**config.mk**
```make
export PLATFORM = sky130hd
export DESIGN_NAME = cpu_core_status_flags
export DESIGN_NICKNAME = d
export VERILOG_FILES = /design/src/alu_unit.v /design/src/cpu_core_status_flags.v
export VERILOG_INCLUDE_DIRS = /design/src
export SDC_FILE = /design/constraint.sdc
export NUM_CORES = 2
export LEC_CHECK = 0
export BUFFER_PORTS_ARGS = -buffer_cell sky130_fd_sc_hd__buf_2
export CAP_MARGIN = 20
export CELL_PAD_IN_SITES_DETAIL_PLACEMENT = 1
export CELL_PAD_IN_SITES_GLOBAL_PLACEMENT = 1
export CORE_MARGIN = 5
export CORE_UTILIZATION = 35
export CTS_CLUSTER_SIZE = 24
export DETAILED_ROUTE_END_ITERATION = 6
export GPL_TIMING_DRIVEN = 0
export PLACE_DENSITY_LB_ADDON = 0.1
export SLEW_MARGIN = 20
export SYNTH_ARGS = -nofsm -noshare
export SYNTH_HDL_FRONTEND = slang
export SYNTH_SLANG_ARGS = --single-unit
export TNS_END_PERCENT = 100
```
**constraint.sdc**
```tcl
create_clock -name sys_clk_i -period 9.34 [get_ports sys_clk_i]
set_clock_uncertainty 0.1 [all_clocks]
set_input_delay 0.934 -clock sys_clk_i [delete_from_list [all_inputs] [get_ports sys_clk_i]]
set_output_delay 0.934 -clock sys_clk_i [all_outputs]
set_load 0.02 [all_outputs]
```
**src/cpu_core_defines.vh**
```
`ifndef CPU_CORE_DEFINES_VH
`define CPU_CORE_DEFINES_VH

// Status flag bit positions
`define FLAG_I 7
`define FLAG_T 6
`define FLAG_H 5
`define FLAG_S 4
`define FLAG_V 3
`define FLAG_N 2
`define FLAG_Z 1
`define FLAG_C 0
`define FLAGS_RESET 8'h00

// I/O indexes of core-owned registers
`define IO_SPL 6'h3d
`define IO_SPH 6'h3e
`define IO_STATUS 6'h3f

// Data space windows
`define DS_IO_BASE 16'h0020
`define DS_EXT_BASE 16'h0060

// Major opcodes, instruction bits 15:12
`define OP_MISC 4'h0
`define OP_ARITH 4'h1
`define OP_LOGIC 4'h2
`define OP_SUBI 4'h3
`define OP_ANDI 4'h4
`define OP_LDI 4'h5
`define OP_UNARY 4'h6
`define OP_BIT 4'h7
`define OP_LDST 4'h8
`define OP_LDS 4'h9
`define OP_INOUT 4'ha
`define OP_RJMP 4'hb
`define OP_RCALL 4'hc
`define OP_BRANCH 4'hd

// Misc sub-codes, instruction bits 11:8
`define MISC_NOP 4'h0
`define MISC_GIE_SET 4'h1
`define MISC_GIE_CLR 4'h2
`define MISC_RET 4'h3
`define MISC_IRET 4'h4
`define MISC_PSTORE 4'h5
`define MISC_PLOAD 4'h6

// ALU operations
`define ALU_ADD 4'h0
`define ALU_ADC 4'h1
`define ALU_SUB 4'h2
`define ALU_SBC 4'h3
`define ALU_AND 4'h4
`define ALU_OR 4'h5
`define ALU_EOR 4'h6
`define ALU_MOV 4'h7
`define ALU_INC 4'h8
`define ALU_DEC 4'h9
`define ALU_LSR 4'ha

`endif

```
**src/alu_unit.v**
```verilog
`timescale 1ns/100ps
`default_nettype none
`include "cpu_core_defines.vh"

module alu_unit (
  input wire [3:0] op_i,
  input wire [7:0] a_i,
  input wire [7:0] b_i,
  input wire [7:0] flags_i,
  output reg [7:0] result_o,
  output reg [7:0] flags_o
);
  reg cy;
  reg h;
  reg v;
  reg c;
  reg upd;

  // Single-cycle result and flag computation
  always @* begin
    cy = flags_i[`FLAG_C] & ((op_i == `ALU_ADC) | (op_i == `ALU_SBC));
    result_o = b_i;
    h = flags_i[`FLAG_H];
    v = flags_i[`FLAG_V];
    c = flags_i[`FLAG_C];
    upd = 1'b1;
    case (op_i)
      `ALU_ADD, `ALU_ADC: begin
        result_o = a_i + b_i + {7'h00, cy};
        h = (a_i[3] & b_i[3]) | (b_i[3] & ~result_o[3]) | (~result_o[3] & a_i[3]);
        c = (a_i[7] & b_i[7]) | (b_i[7] & ~result_o[7]) | (~result_o[7] & a_i[7]);
        v = (a_i[7] & b_i[7] & ~result_o[7]) | (~a_i[7] & ~b_i[7] & result_o[7]);
      end
      `ALU_SUB, `ALU_SBC: begin
        result_o = a_i - b_i - {7'h00, cy};
        h = (~a_i[3] & b_i[3]) | (b_i[3] & result_o[3]) | (result_o[3] & ~a_i[3]);
        c = (~a_i[7] & b_i[7]) | (b_i[7] & result_o[7]) | (result_o[7] & ~a_i[7]);
        v = (a_i[7] & ~b_i[7] & ~result_o[7]) | (~a_i[7] & b_i[7] & result_o[7]);
      end
      `ALU_AND: begin
        result_o = a_i & b_i;
        v = 1'b0;
      end
      `ALU_OR: begin
        result_o = a_i | b_i;
        v = 1'b0;
      end
      `ALU_EOR: begin
        result_o = a_i ^ b_i;
        v = 1'b0;
      end
      `ALU_INC: begin
        result_o = a_i + 8'h01;
        v = (result_o == 8'h80);
      end
      `ALU_DEC: begin
        result_o = a_i - 8'h01;
        v = (result_o == 8'h7f);
      end
      `ALU_LSR: begin
        result_o = {1'b0, a_i[7:1]};
        c = a_i[0];
        v = a_i[0]; // N is zero here, so V = N ^ C = C
      end
      default: upd = 1'b0; // Moves leave the flags alone
    endcase
    flags_o = flags_i;
    // Flags follow every ALU result except moves and unused codes, for later branches
    if (upd) begin
      flags_o[`FLAG_H] = h;
      flags_o[`FLAG_V] = v;
      flags_o[`FLAG_N] = result_o[7];
      flags_o[`FLAG_Z] = (result_o == 8'h00);
      flags_o[`FLAG_C] = c;
      flags_o[`FLAG_S] = result_o[7] ^ v;
    end
  end
endmodule // alu_unit
`default_nettype wire

```
**src/cpu_core_status_flags.v**
```verilog
`timescale 1ns/100ps
`default_nettype none
`include "cpu_core_defines.vh"

module cpu_core_status_flags #(
  parameter IRQ_N = 8,
  parameter [15:0] BOOT_START = 16'h0c00,
  parameter [15:0] VEC_STEP = 16'h0002,
  parameter [15:0] STACK_RESET = 16'h02ff
) (
  input wire sys_clk_i,
  input wire reset_i,
  output reg [15:0] pm_addr_o,
  input wire [15:0] pm_data_i,
  output reg pm_wr_o,
  output reg [15:0] pm_wr_addr_o,
  output reg [15:0] pm_wr_data_o,
  output reg [15:0] dm_addr_o,
  output reg dm_rd_o,
  output reg dm_wr_o,
  output reg [7:0] dm_wr_data_o,
  input wire [7:0] dm_rd_data_i,
  output reg [5:0] io_addr_o,
  output reg io_rd_o,
  output reg io_wr_o,
  output reg [7:0] io_wr_data_o,
  input wire [7:0] io_rd_data_i,
  input wire [IRQ_N-1:0] irq_req_i,
  output reg irq_ack_o,
  output reg [4:0] irq_id_o,
  output reg [7:0] processor_status_flags_o
);
  localparam [2:0] S_RUN = 3'h0;
  localparam [2:0] S_LOAD = 3'h1;
  localparam [2:0] S_PUSH = 3'h2;
  localparam [2:0] S_POP_HI = 3'h3;
  localparam [2:0] S_POP_LO = 3'h4;
  localparam [2:0] S_PLOAD = 3'h5;

  reg [2:0] state;
  reg [15:0] ir;
  reg [15:0] ir_pc;
  reg ir_valid;
  reg [7:0] gpr [0:31];
  reg [15:0] sp;
  reg [15:0] ret_addr;
  reg [15:0] jmp_addr;
  reg [4:0] ld_dst;
  reg ld_from_io;
  reg iret_pend;
  reg [7:0] pop_hi;
  reg [3:0] alu_op;
  reg alu_wr;
  reg [4:0] irq_sel;
  integer i;
  integer j;

  // Fields of the instruction in execution
  wire [3:0] opc = ir[15:12];
  wire [3:0] misc = ir[11:8];
  wire imm_op = (opc == `OP_SUBI) | (opc == `OP_ANDI) | (opc == `OP_LDI);
  wire [4:0] alu_dst = imm_op ? {1'b1, ir[7:4]} : ir[9:5];
  wire [7:0] imm = {ir[11:8], ir[3:0]};
  wire [7:0] alu_b = imm_op ? imm : gpr[ir[4:0]];
  wire [7:0] alu_res;
  wire [7:0] alu_flags;

  // Pointer pair select; code 00 falls back to the 26/27 pair
  wire [1:0] ptr_sel = (ir[10:9] == 2'b00) ? 2'b01 : ir[10:9];
  wire [4:0] ptr_lo = {2'b11, ptr_sel, 1'b0};
  wire [15:0] ptr = {gpr[{ptr_lo[4:1], 1'b1}], gpr[ptr_lo]};
  wire [15:0] ptr_inc = ptr + 16'h0001;
  wire [15:0] z_ptr = {gpr[31], gpr[30]};

  // Data-space decode; the second word of a long load/store is on pm_data_i
  wire is_io_insn = (opc == `OP_INOUT);
  wire [15:0] ea = (opc == `OP_LDS) ? pm_data_i : ptr;
  wire [15:0] io_off = ea - `DS_IO_BASE;
  wire ea_reg = (ea < `DS_IO_BASE);
  wire ea_io = ~ea_reg & (ea < `DS_EXT_BASE);
  wire acc_reg = ~is_io_insn & ea_reg;
  wire acc_io = is_io_insn | ea_io;
  // Direct I/O carries only six address bits, so 0x60 and up stay out of reach
  wire [5:0] io_idx = is_io_insn ? ir[10:5] : io_off[5:0];
  wire [4:0] mem_d = is_io_insn ? ir[4:0] : ir[8:4];
  wire [7:0] st_data = gpr[mem_d];
  wire int_hit = (io_idx == `IO_STATUS) | (io_idx == `IO_SPL) | (io_idx == `IO_SPH);
  wire [7:0] int_rd = (io_idx == `IO_STATUS) ? processor_status_flags_o :
                      (io_idx == `IO_SPL) ? sp[7:0] : sp[15:8];

  // Branch targets relative to the fetch address
  wire [15:0] rel_jmp = pm_addr_o + {{4{ir[11]}}, ir[11:0]};
  wire [15:0] rel_br = pm_addr_o + {{8{ir[7]}}, ir[7:0]};
  wire br_taken = (processor_status_flags_o[ir[10:8]] == ir[11]);
  wire [15:0] irq_vec = ({11'h000, irq_sel} + 16'h0001) * VEC_STEP;
  wire take_irq = ir_valid & processor_status_flags_o[`FLAG_I] & (|irq_req_i);
  wire in_boot = (ir_pc >= BOOT_START);

  // Keeps S tied to N and V whatever writes the flags
  function [7:0] fix_sign;
    input [7:0] f;
    begin
      fix_sign = f;
      fix_sign[`FLAG_S] = f[`FLAG_N] ^ f[`FLAG_V];
    end
  endfunction

  // Lowest request index has the lowest vector and wins
  always @* begin
    irq_sel = 5'h00;
    for (i = IRQ_N - 1; i >= 0; i = i - 1) begin
      if (irq_req_i[i]) begin
        irq_sel = i[4:0];
      end
    end
  end

  // ALU operation select
  always @* begin
    alu_op = `ALU_MOV;
    alu_wr = 1'b1;
    case (opc)
      `OP_ARITH: alu_op = {2'b00, ir[11:10]};
      `OP_LOGIC: alu_op = {2'b01, ir[11:10]};
      `OP_SUBI: alu_op = `ALU_SUB;
      `OP_ANDI: alu_op = `ALU_AND;
      `OP_LDI: alu_op = `ALU_MOV;
      `OP_UNARY: alu_op = `ALU_INC + {2'b00, ir[1:0]};
      default: alu_wr = 1'b0;
    endcase
  end

  alu_unit u_alu (
    .op_i(alu_op),
    .a_i(gpr[alu_dst]),
    .b_i(alu_b),
    .flags_i(processor_status_flags_o),
    .result_o(alu_res),
    .flags_o(alu_flags)
  );

  // Fetch, execute and multi-cycle sequences
  always @(posedge sys_clk_i) begin
    if (reset_i) begin
      state <= S_RUN;
      pm_addr_o <= 16'h0000;
      ir <= 16'h0000;
      ir_pc <= 16'h0000;
      ir_valid <= 1'b0;
      sp <= STACK_RESET;
      ret_addr <= 16'h0000;
      jmp_addr <= 16'h0000;
      ld_dst <= 5'h00;
      ld_from_io <= 1'b0;
      iret_pend <= 1'b0;
      pop_hi <= 8'h00;
      pm_wr_o <= 1'b0;
      pm_wr_addr_o <= 16'h0000;
      pm_wr_data_o <= 16'h0000;
      dm_addr_o <= 16'h0000;
      dm_rd_o <= 1'b0;
      dm_wr_o <= 1'b0;
      dm_wr_data_o <= 8'h00;
      io_addr_o <= 6'h00;
      io_rd_o <= 1'b0;
      io_wr_o <= 1'b0;
      io_wr_data_o <= 8'h00;
      irq_ack_o <= 1'b0;
      irq_id_o <= 5'h00;
      processor_status_flags_o <= `FLAGS_RESET;
      // Own loop variable, so the priority scan keeps i to itself
      for (j = 0; j < 32; j = j + 1) begin
        gpr[j] <= 8'h00;
      end
    end else begin
      // Strobes drop each cycle unless raised again; push and pop hold dm_wr_o or dm_rd_o for two cycles
      pm_wr_o <= 1'b0;
      dm_rd_o <= 1'b0;
      dm_wr_o <= 1'b0;
      io_rd_o <= 1'b0;
      io_wr_o <= 1'b0;
      irq_ack_o <= 1'b0;
      case (state)
        S_RUN: begin
          // Prefetch the next word while ir executes
          ir <= pm_data_i;
          ir_pc <= pm_addr_o;
          ir_valid <= 1'b1;
          pm_addr_o <= pm_addr_o + 16'h0001;
          if (take_irq) begin
            // Interrupted instruction is re-run after return
            ret_addr <= ir_pc;
            jmp_addr <= irq_vec;
            dm_addr_o <= sp;
            dm_wr_data_o <= ir_pc[7:0];
            dm_wr_o <= 1'b1;
            sp <= sp - 16'h0001;
            processor_status_flags_o[`FLAG_I] <= 1'b0;
            irq_ack_o <= 1'b1;
            irq_id_o <= irq_sel;
            ir_valid <= 1'b0;
            state <= S_PUSH;
          end else if (ir_valid) begin
            if (alu_wr) begin
              gpr[alu_dst] <= alu_res;
              processor_status_flags_o <= alu_flags;
            end
            case (opc)
              `OP_MISC: begin
                case (misc)
                  `MISC_GIE_SET: processor_status_flags_o[`FLAG_I] <= 1'b1;
                  `MISC_GIE_CLR: processor_status_flags_o[`FLAG_I] <= 1'b0;
                  `MISC_RET, `MISC_IRET: begin
                    iret_pend <= (misc == `MISC_IRET);
                    dm_addr_o <= sp + 16'h0001;
                    dm_rd_o <= 1'b1;
                    sp <= sp + 16'h0001;
                    ir_valid <= 1'b0;
                    state <= S_POP_HI;
                  end
                  `MISC_PSTORE: begin
                    // Ignored unless the instruction sits in the boot section
                    pm_wr_o <= in_boot;
                    pm_wr_addr_o <= z_ptr;
                    pm_wr_data_o <= {gpr[1], gpr[0]};
                  end
                  `MISC_PLOAD: begin
                    ret_addr <= pm_addr_o;
                    pm_addr_o <= {1'b0, z_ptr[15:1]};
                    ir_valid <= 1'b0;
                    state <= S_PLOAD;
                  end
                  default: ;
                endcase
              end
              `OP_BIT: begin
                if (ir[9]) begin
                  gpr[ir[8:4]][ir[2:0]] <= processor_status_flags_o[`FLAG_T];
                end else begin
                  processor_status_flags_o[`FLAG_T] <= gpr[ir[8:4]][ir[2:0]];
                end
              end
              `OP_LDST, `OP_LDS, `OP_INOUT: begin
                if (opc == `OP_LDS) begin
                  ir_valid <= 1'b0; // Address word is not an instruction
                end
                if (opc == `OP_LDST && ir[0]) begin
                  gpr[ptr_lo] <= ptr_inc[7:0];
                  gpr[{ptr_lo[4:1], 1'b1}] <= ptr_inc[15:8];
                end
                if (ir[11]) begin
                  if (acc_reg) begin
                    gpr[ea[4:0]] <= st_data;
                  end else if (acc_io && int_hit) begin
                    if (io_idx == `IO_STATUS) begin
                      processor_status_flags_o <= fix_sign(st_data);
                    end else if (io_idx == `IO_SPL) begin
                      sp[7:0] <= st_data;
                    end else begin
                      sp[15:8] <= st_data;
                    end
                  end else if (acc_io) begin
                    io_addr_o <= io_idx;
                    io_wr_data_o <= st_data;
                    io_wr_o <= 1'b1;
                  end else begin
                    dm_addr_o <= ea;
                    dm_wr_data_o <= st_data;
                    dm_wr_o <= 1'b1;
                  end
                end else begin
                  if (acc_reg) begin
                    gpr[mem_d] <= gpr[ea[4:0]];
                  end else if (acc_io && int_hit) begin
                    gpr[mem_d] <= int_rd;
                  end else begin
                    // External reads return next cycle; the prefetch already stands
                    io_addr_o <= io_idx;
                    io_rd_o <= acc_io;
                    dm_addr_o <= ea;
                    dm_rd_o <= ~acc_io;
                    ld_dst <= mem_d;
                    ld_from_io <= acc_io;
                    state <= S_LOAD;
                  end
                end
              end
              `OP_RJMP: begin
                pm_addr_o <= rel_jmp;
                ir_valid <= 1'b0;
              end
              `OP_RCALL: begin
                ret_addr <= pm_addr_o;
                jmp_addr <= rel_jmp;
                dm_addr_o <= sp;
                dm_wr_data_o <= pm_addr_o[7:0];
                dm_wr_o <= 1'b1;
                sp <= sp - 16'h0001;
                ir_valid <= 1'b0;
                state <= S_PUSH;
              end
              `OP_BRANCH: begin
                if (br_taken) begin
                  pm_addr_o <= rel_br;
                  ir_valid <= 1'b0;
                end
              end
              default: ;
            endcase
          end
        end
        S_LOAD: begin
          gpr[ld_dst] <= ld_from_io ? io_rd_data_i : dm_rd_data_i;
          state <= S_RUN;
        end
        S_PUSH: begin
          dm_addr_o <= sp;
          dm_wr_data_o <= ret_addr[15:8];
          dm_wr_o <= 1'b1;
          sp <= sp - 16'h0001;
          pm_addr_o <= jmp_addr;
          ir_valid <= 1'b0;
          state <= S_RUN;
        end
        S_POP_HI: begin
          pop_hi <= dm_rd_data_i;
          dm_addr_o <= sp + 16'h0001;
          dm_rd_o <= 1'b1;
          sp <= sp + 16'h0001;
          state <= S_POP_LO;
        end
        S_POP_LO: begin
          pm_addr_o <= {pop_hi, dm_rd_data_i};
          if (iret_pend) begin
            processor_status_flags_o[`FLAG_I] <= 1'b1;
          end
          ir_valid <= 1'b0;
          state <= S_RUN;
        end
        S_PLOAD: begin
          gpr[0] <= gpr[30][0] ? pm_data_i[15:8] : pm_data_i[7:0];
          pm_addr_o <= ret_addr;
          ir_valid <= 1'b0;
          state <= S_RUN;
        end
        default: state <= S_RUN;
      endcase
    end
  end
endmodule // cpu_core_status_flags
`default_nettype wire

```
---- After elaboration in Yosys (flattened, before gate mapping) ----
Memory sizes are Yosys's and may differ from the RTL's. A register that Yosys moved wholly into a read port is not among the register bits.
Index checks and enable logic that the tools add are counted.
storage, ports and cells
  bits in registers ....................... 188
  RAM bits ................................ 256
  word-level logic and storage cells ...... 429
  memories ................................ 1
cells by class
  add/subtract/negate cells ............... 15
  order comparisons ....................... 6
  equality and inequality tests ........... 57
  multiplexer cells ....................... 206
  bitwise operators ....................... 64
  reductions and logical operators ........ 53
memory list
  memory  depth  width  read ports  clocked after memory_dff  wr ports  RTL line                    RTL
  gpr     32     8      11          4                         32        cpu_core_status_flags.v:44  reg [7:0] gpr [0:31];
operator list
  cell                                                              number
  16-bit 2-to-1 mux                                                 26
  8-bit 2-to-1 mux                                                  31
  16-bit case mux with 3 select lines                               5
  5-bit 2-to-1 mux                                                  20
  1-bit 2-to-1 mux                                                  82
  8-bit OR reduction                                                10
  16-bit case mux with 4 select lines                               1
  8-bit case mux with 8 select lines                                1
  6-bit 2-to-1 mux                                                  10
  16-bit by 1-bit adder with 16-bit output (second input constant)  3
  4-bit by 3-bit == test with 1-bit output (second input constant)  10
  4-bit == test (second input constant)                             9
  4-bit != test (second input constant)                             9
  16-bit adder                                                      2
  16-bit case mux with 2 select lines                               1
  8-bit case mux with 2 select lines                                2
  7-bit AND reduction                                               4
  4-bit by 2-bit == test with 1-bit output (second input constant)  6
  1-bit bitwise AND                                                 23
  1-bit case mux with 2 select lines                                10
  4-bit case mux with 5 select lines                                1
  6-bit == test (second input constant)                             3
  3-bit 2-to-1 mux                                                  6
  1-bit inverter                                                    18
  other kinds (63)                                                  108

---- Longest topological paths before layout ----
An unclocked memory read counts as a cell.
  word-level depth ........................ 22
  mapped depth ............................ 31

---- Modules after synthesis ----
From an unflattened synthesis, not the netlist that was laid out.
unflattened totals
  cells, all modules ...................... 4780
  area total of the unflattened synthesis .. 39785.7 um^2
modules (own cells, without submodules)
  module                 instances  cells an instance  area an instance (um^2)  seq. area each (um^2)
  cpu_core_status_flags  1          4455               37544.8                  11911.4
  alu_unit               1          325                2240.9                   0.0

---- Worst setup path before layout ----
Ideal clock, no wire load.
  path type ............................... reg2reg
  start ................................... reg (tool-made name)
  end ..................................... mem gpr[19][7] (data pin)
  arrival time ............................ 6.125 ns
  required time ........................... 8.975 ns
  slack ................................... 2.850 ns
  cell stages (with the launch flop) ...... 28
  path buffers ............................ 6
  period minus slack after synthesis ...... 6.490 ns
  path through ............................ dfxtp_1 buf_2 buf_2 buf_1 clkbuf_1 mux4_2 mux4_2 mux2i_1 nor2_1 a21oi_1 inv_1 fa_1 a21o_1 a21oi_1 o21bai_1 a21oi_1 inv_1 a21oi_1 nor2_1 nor2_1 fa_1 o21ai_0 nand3b_1 or4_1 buf_6 nand2_8 buf_6 nor2_1
RTL lines
  what              RTL line
  end: declaration  cpu_core_status_flags.v:44

==> summary.md <==
| Metric | Value |
|---|---|
| Result of the run | finished with violations |
| Violated checks | DRC, setup timing |
| Total number of vias | 45668 |
| Synthesis warning total | 0 |
| Detailed placer's ending HPWL | 214100 um |
| Total iterations of the first detailed-routing run | 7 |
| Sinks on Clock Net | roughly 470 |
| CP max FO | 10 |
| Most used flip-flop cell after synthesis | sky130_fd_sc_hd__edfxtp_1 |
| Layout fillers | 13282 |
| Area Growth Syn to Fin | 13.35% |
| Row count | 121 |
| DRC violation count after routing | 2 |
| Setup TNS after final layout | -723.6 ps |
| Number of top-level pins | 147 |
| Antenna viol nets, final | 0 |
| Worst-path cell with the longest stage delay | sky130_fd_sc_hd__clkdlybuf4s15_1 |
| Slew margin rel. | 0.1163 |
| Initial antenna violation count | 24 |
| Total Wirelength | about 270000 um |
| Type of origin of the critical path | register |
| Clock root buffer master | sky130_fd_sc_hd__clkbuf_16 |
| Max rail drop VDD | 0.0001771 V |
| Cell area after synthesis | 0.03862 sq mm |
| Final min period | about 9500 ps |
| Fin. max-slew vios | 0 |
| Chain of cells forming the critical path | clkbuf_1 > clkdlybuf4s15_1 > clkbuf_1 > mux4_2 > mux4_2 > mux2i_1 > nor2_1 > a21oi_1 > inv_1 > fa_1 > inv_1 > fa_1 > nor2_1 > a211oi_1 > nor4_1 > a21oi_1 > o22a_1 > mux2i_1 > o211a_1 > a211o_1 > clkbuf_1 > o22ai_1 |
| Global-route wire length before repair | 359000 um |
| Leading cell types in the layout, fill and taps excluded | sky130_fd_sc_hd__nand2_1 (901), sky130_fd_sc_hd__nor2_1 (557), sky130_fd_sc_hd__clkbuf_1 (337), sky130_fd_sc_hd__edfxtp_1 (256), sky130_fd_sc_hd__a21oi_1 (250) |
| Weighted congestion reported at the end of routability-driven placement | 1.080 |
| Leakage power | about 0.015 uW |
| Count of cell types in the netlist | 90 |
| Starting utilization of the core area | 0.3533 |
| Post-synth ARST share | 0 |
| Total global routing overflow | 0 |
| GRT Total Usage | 0.4389 |
| Via count of the first global-routing pass | 42649 |
| Avg WL per Cell | 41.10 um |
| Clock tree from TritonCTS | done |
| Fin nets | 5126 |
| Via density | 6.953 |
| Clock latency on the worst-skew pair | 710 ps |
| Cell mode on critical path | sky130_fd_sc_hd__clkbuf_1 |
| Post-cts hold buffer count | 0 |
| Class of the tightest hold or removal check | reg2reg |
| Maximum clock frequency | 105.7 MHz |
| Worst endpoint required time | 9660 ps |
| Synth Register Bits | about 470 |
| Critical path class | reg2reg |
| Maximum single-stage delay on the critical path | 910 ps |
| Post-Syn Area per Cell | 8.066 sq um |
| Tightest Pin Transition | 1326 ps |
| Most common library cell in the layout ignoring fill and taps | sky130_fd_sc_hd__nand2_1 |
| Placed Cells incl. Taps | 6421 |
| Setup repair after global routing missed its margin | false |
| Worst setup EP type | register |
| Share of the clock period used by the worst path | 1.013 |
| Share of cells above drive strength 1 | 0.1151 |
| DRC violation total after the first TritonRoute iteration | 7391 |
| PD cells | 355.6 mW/mm^2 |
| Count of flip-flops with a built-in enable after synthesis | 256 |
| Sequential share of the synthesized area | 0.3084 |
| Maximum number of pins on one net before global-route repair | 20 |
| Number of instances in the synthesized netlist | 4788 |
| Worst-case clock buffer depth | 3 |
| Fin. Hold Viols | 0 |
| Arrival time of data at the critical path endpoint | 9780 ps |
| Smallest hold slack | 347.4 ps |
| Clock slew seen by the registers of the worst setup and hold paths | ~60 ps |
| Die width | approximately 340 um |
| Port Buffers | 144 |
| Setup slack of the critical path after layout | -125.2 ps |
| Chip Height | between 300 and 400 um |
| Total clock buffers created by CTS | 61 |
| Post-route insts no fill | 6568 |
| Floorplan die area | 0.1171 sq mm |
| Count of H-tree levels built during CTS | 2 |
| Std-Cell Core Area | 0.1093 sq mm |
| Max-cap violation count | 0 |
| Setup-failing EPs final | 16 |
-- path summary, 6_finish.rpt --
check / to / cells after the start / slack, ps / startpoint
max: gpr[30][1] / 22 / -130 / register
min: pm_wr_addr_o[11] / 2 / 350 / pm_wr_addr_o[11]
max reg2reg: gpr[30][1] / 22 / -130 / register
min reg2reg: pm_wr_addr_o[11] / 2 / 350 / pm_wr_addr_o[11]
-- cells by family (layout without fill, tap and decap cells) --
logic type	Yosys count	in the layout	share of synthesized area
xor+xnor	96	96	0.02177
mux	319	319	0.1378
simple gates	2071	2071	0.2355
other cells	1	27	0.00009709
fa+ha+maj	67	67	0.02307
flops	467	467	0.3084
buf+inv	528	806	0.05455
compound gates	1239	1239	0.2188
-- cells in the mapped netlist (17+ instances only) --
| master | number | area share |
|---|---|---|
| sky130_fd_sc_hd__and2_1 | 18 | 0.0029 |
| sky130_fd_sc_hd__a22oi_1 | 36 | 0.0070 |
| sky130_fd_sc_hd__and3_1 | 137 | 0.022 |
| sky130_fd_sc_hd__a311o_1 | 18 | 0.0047 |
| sky130_fd_sc_hd__nand2_1 | 901 | 0.088 |
| sky130_fd_sc_hd__dfxtp_1 | 211 | 0.11 |
| sky130_fd_sc_hd__mux2_2 | 21 | 0.0061 |
| sky130_fd_sc_hd__o21bai_1 | 212 | 0.041 |
| sky130_fd_sc_hd__xnor2_1 | 52 | 0.012 |
| sky130_fd_sc_hd__ha_1 | 60 | 0.019 |
| sky130_fd_sc_hd__a311oi_1 | 104 | 0.024 |
| sky130_fd_sc_hd__inv_1 | 55 | 0.0053 |
| sky130_fd_sc_hd__a2111oi_0 | 58 | 0.013 |
| sky130_fd_sc_hd__nand4_1 | 27 | 0.0044 |
| sky130_fd_sc_hd__a31oi_1 | 46 | 0.0075 |
| sky130_fd_sc_hd__nor2_1 | 561 | 0.055 |
| sky130_fd_sc_hd__o22ai_1 | 89 | 0.014 |
| sky130_fd_sc_hd__nor3_1 | 56 | 0.0073 |
| sky130_fd_sc_hd__o211ai_1 | 24 | 0.0047 |
| sky130_fd_sc_hd__a21o_1 | 17 | 0.0033 |
| sky130_fd_sc_hd__a221oi_1 | 20 | 0.0045 |
| sky130_fd_sc_hd__xor2_1 | 44 | 0.010 |
| sky130_fd_sc_hd__or3_1 | 24 | 0.0039 |
| sky130_fd_sc_hd__o21ai_0 | 163 | 0.021 |
| sky130_fd_sc_hd__nor4_1 | 29 | 0.0047 |
| sky130_fd_sc_hd__a21oi_1 | 259 | 0.034 |
| sky130_fd_sc_hd__nand3_1 | 216 | 0.028 |
| sky130_fd_sc_hd__edfxtp_1 | 256 | 0.20 |
| sky130_fd_sc_hd__a211oi_1 | 76 | 0.015 |
| sky130_fd_sc_hd__clkbuf_1 | 340 | 0.033 |
| sky130_fd_sc_hd__mux4_2 | 168 | 0.098 |
| sky130_fd_sc_hd__buf_1 | 70 | 0.0068 |
| sky130_fd_sc_hd__nor2b_1 | 21 | 0.0034 |
| sky130_fd_sc_hd__mux2i_1 | 130 | 0.034 |
| sky130_fd_sc_hd__buf_2 | 51 | 0.0066 |
-- critical path, delay by kind of cell, from the launching register on --
family / cells / cell delay (ps)
fa+ha+maj: 2 / 850
compound gates: 7 / 1880
mux: 4 / 1540
buf+inv: 6 / 3520
simple gates: 3 / 970
flops: 1 / 310
-- layout make-up --
type / count / area (sq um) / area share
buffer: 472 / 1929 / 0.04407
timing repair buffer: 166 / 993.5 / 0.02269
sequential: 467 / 11910 / 0.2721
inverter: 55 / 206.4 / 0.004716
multi-input combinational: 3794 / 24750 / 0.5653
antenna: 25 / 62.56 / 0.001429
tap: 1476 / 1847 / 0.04219
clock inverter: 32 / 350.3 / 0.008003
clock buffer: 81 / 1730 / 0.03953
-- registers in the layout, indices dropped and copies added, names as in the netlist, 8 cells and up, named ones only --
register and cells:
ir 16, sp 16, dm_addr_o 16, ir_pc 16, dm_wr_data_o 8, gpr 256, pm_wr_data_o 16, pm_addr_o 16
pm_wr_addr_o 16, io_wr_data_o 8, jmp_addr 16, pop_hi 8, ret_addr 16
-- repair_timing --
action / CTS / global route
setup endpoints to repair: 95 / 151
resized for setup: 10 / 11
pin swaps: 1 / 0
gates cloned: 0 / 0
setup buffers: 4 / 0
-- stage by stage --
stage / util / setup WS [ps] / power, uW / instance area (sq um)
2_1_floorplan: - / 2850 / 8422 / 38630
3_3_place_gp: 0.3769 / -982.4 / 12350 / 41190
4_1_cts: 0.3989 / 3.630 / 15040 / 43600
5_1_grt: 0.4001 / 22.25 / 15900 / 43730
6_report: 0.4005 / -125.2 / 15570 / 43780
3_5_place_dp: 0.3793 / -419.1 / 12520 / 41460
-- power by group --
| part | switching [uW] | internal, uW | total (uW) |
|---|---|---|---|
| sequential | 552 | 2410 | 2960 |
| combinational | 7160 | 2970 | 10100 |
| clock | 1050 | 1420 | 2470 |
| total | 8770 | 6800 | 15600 |
-- per-layer routing --
layer	track usage	wire, um
met5	0.002917	110
met3	0.1863	42840
met4	0.1785	13250
met2	0.5997	105300
met1	0.6053	108500
Power figures use the tool's default switching activity.
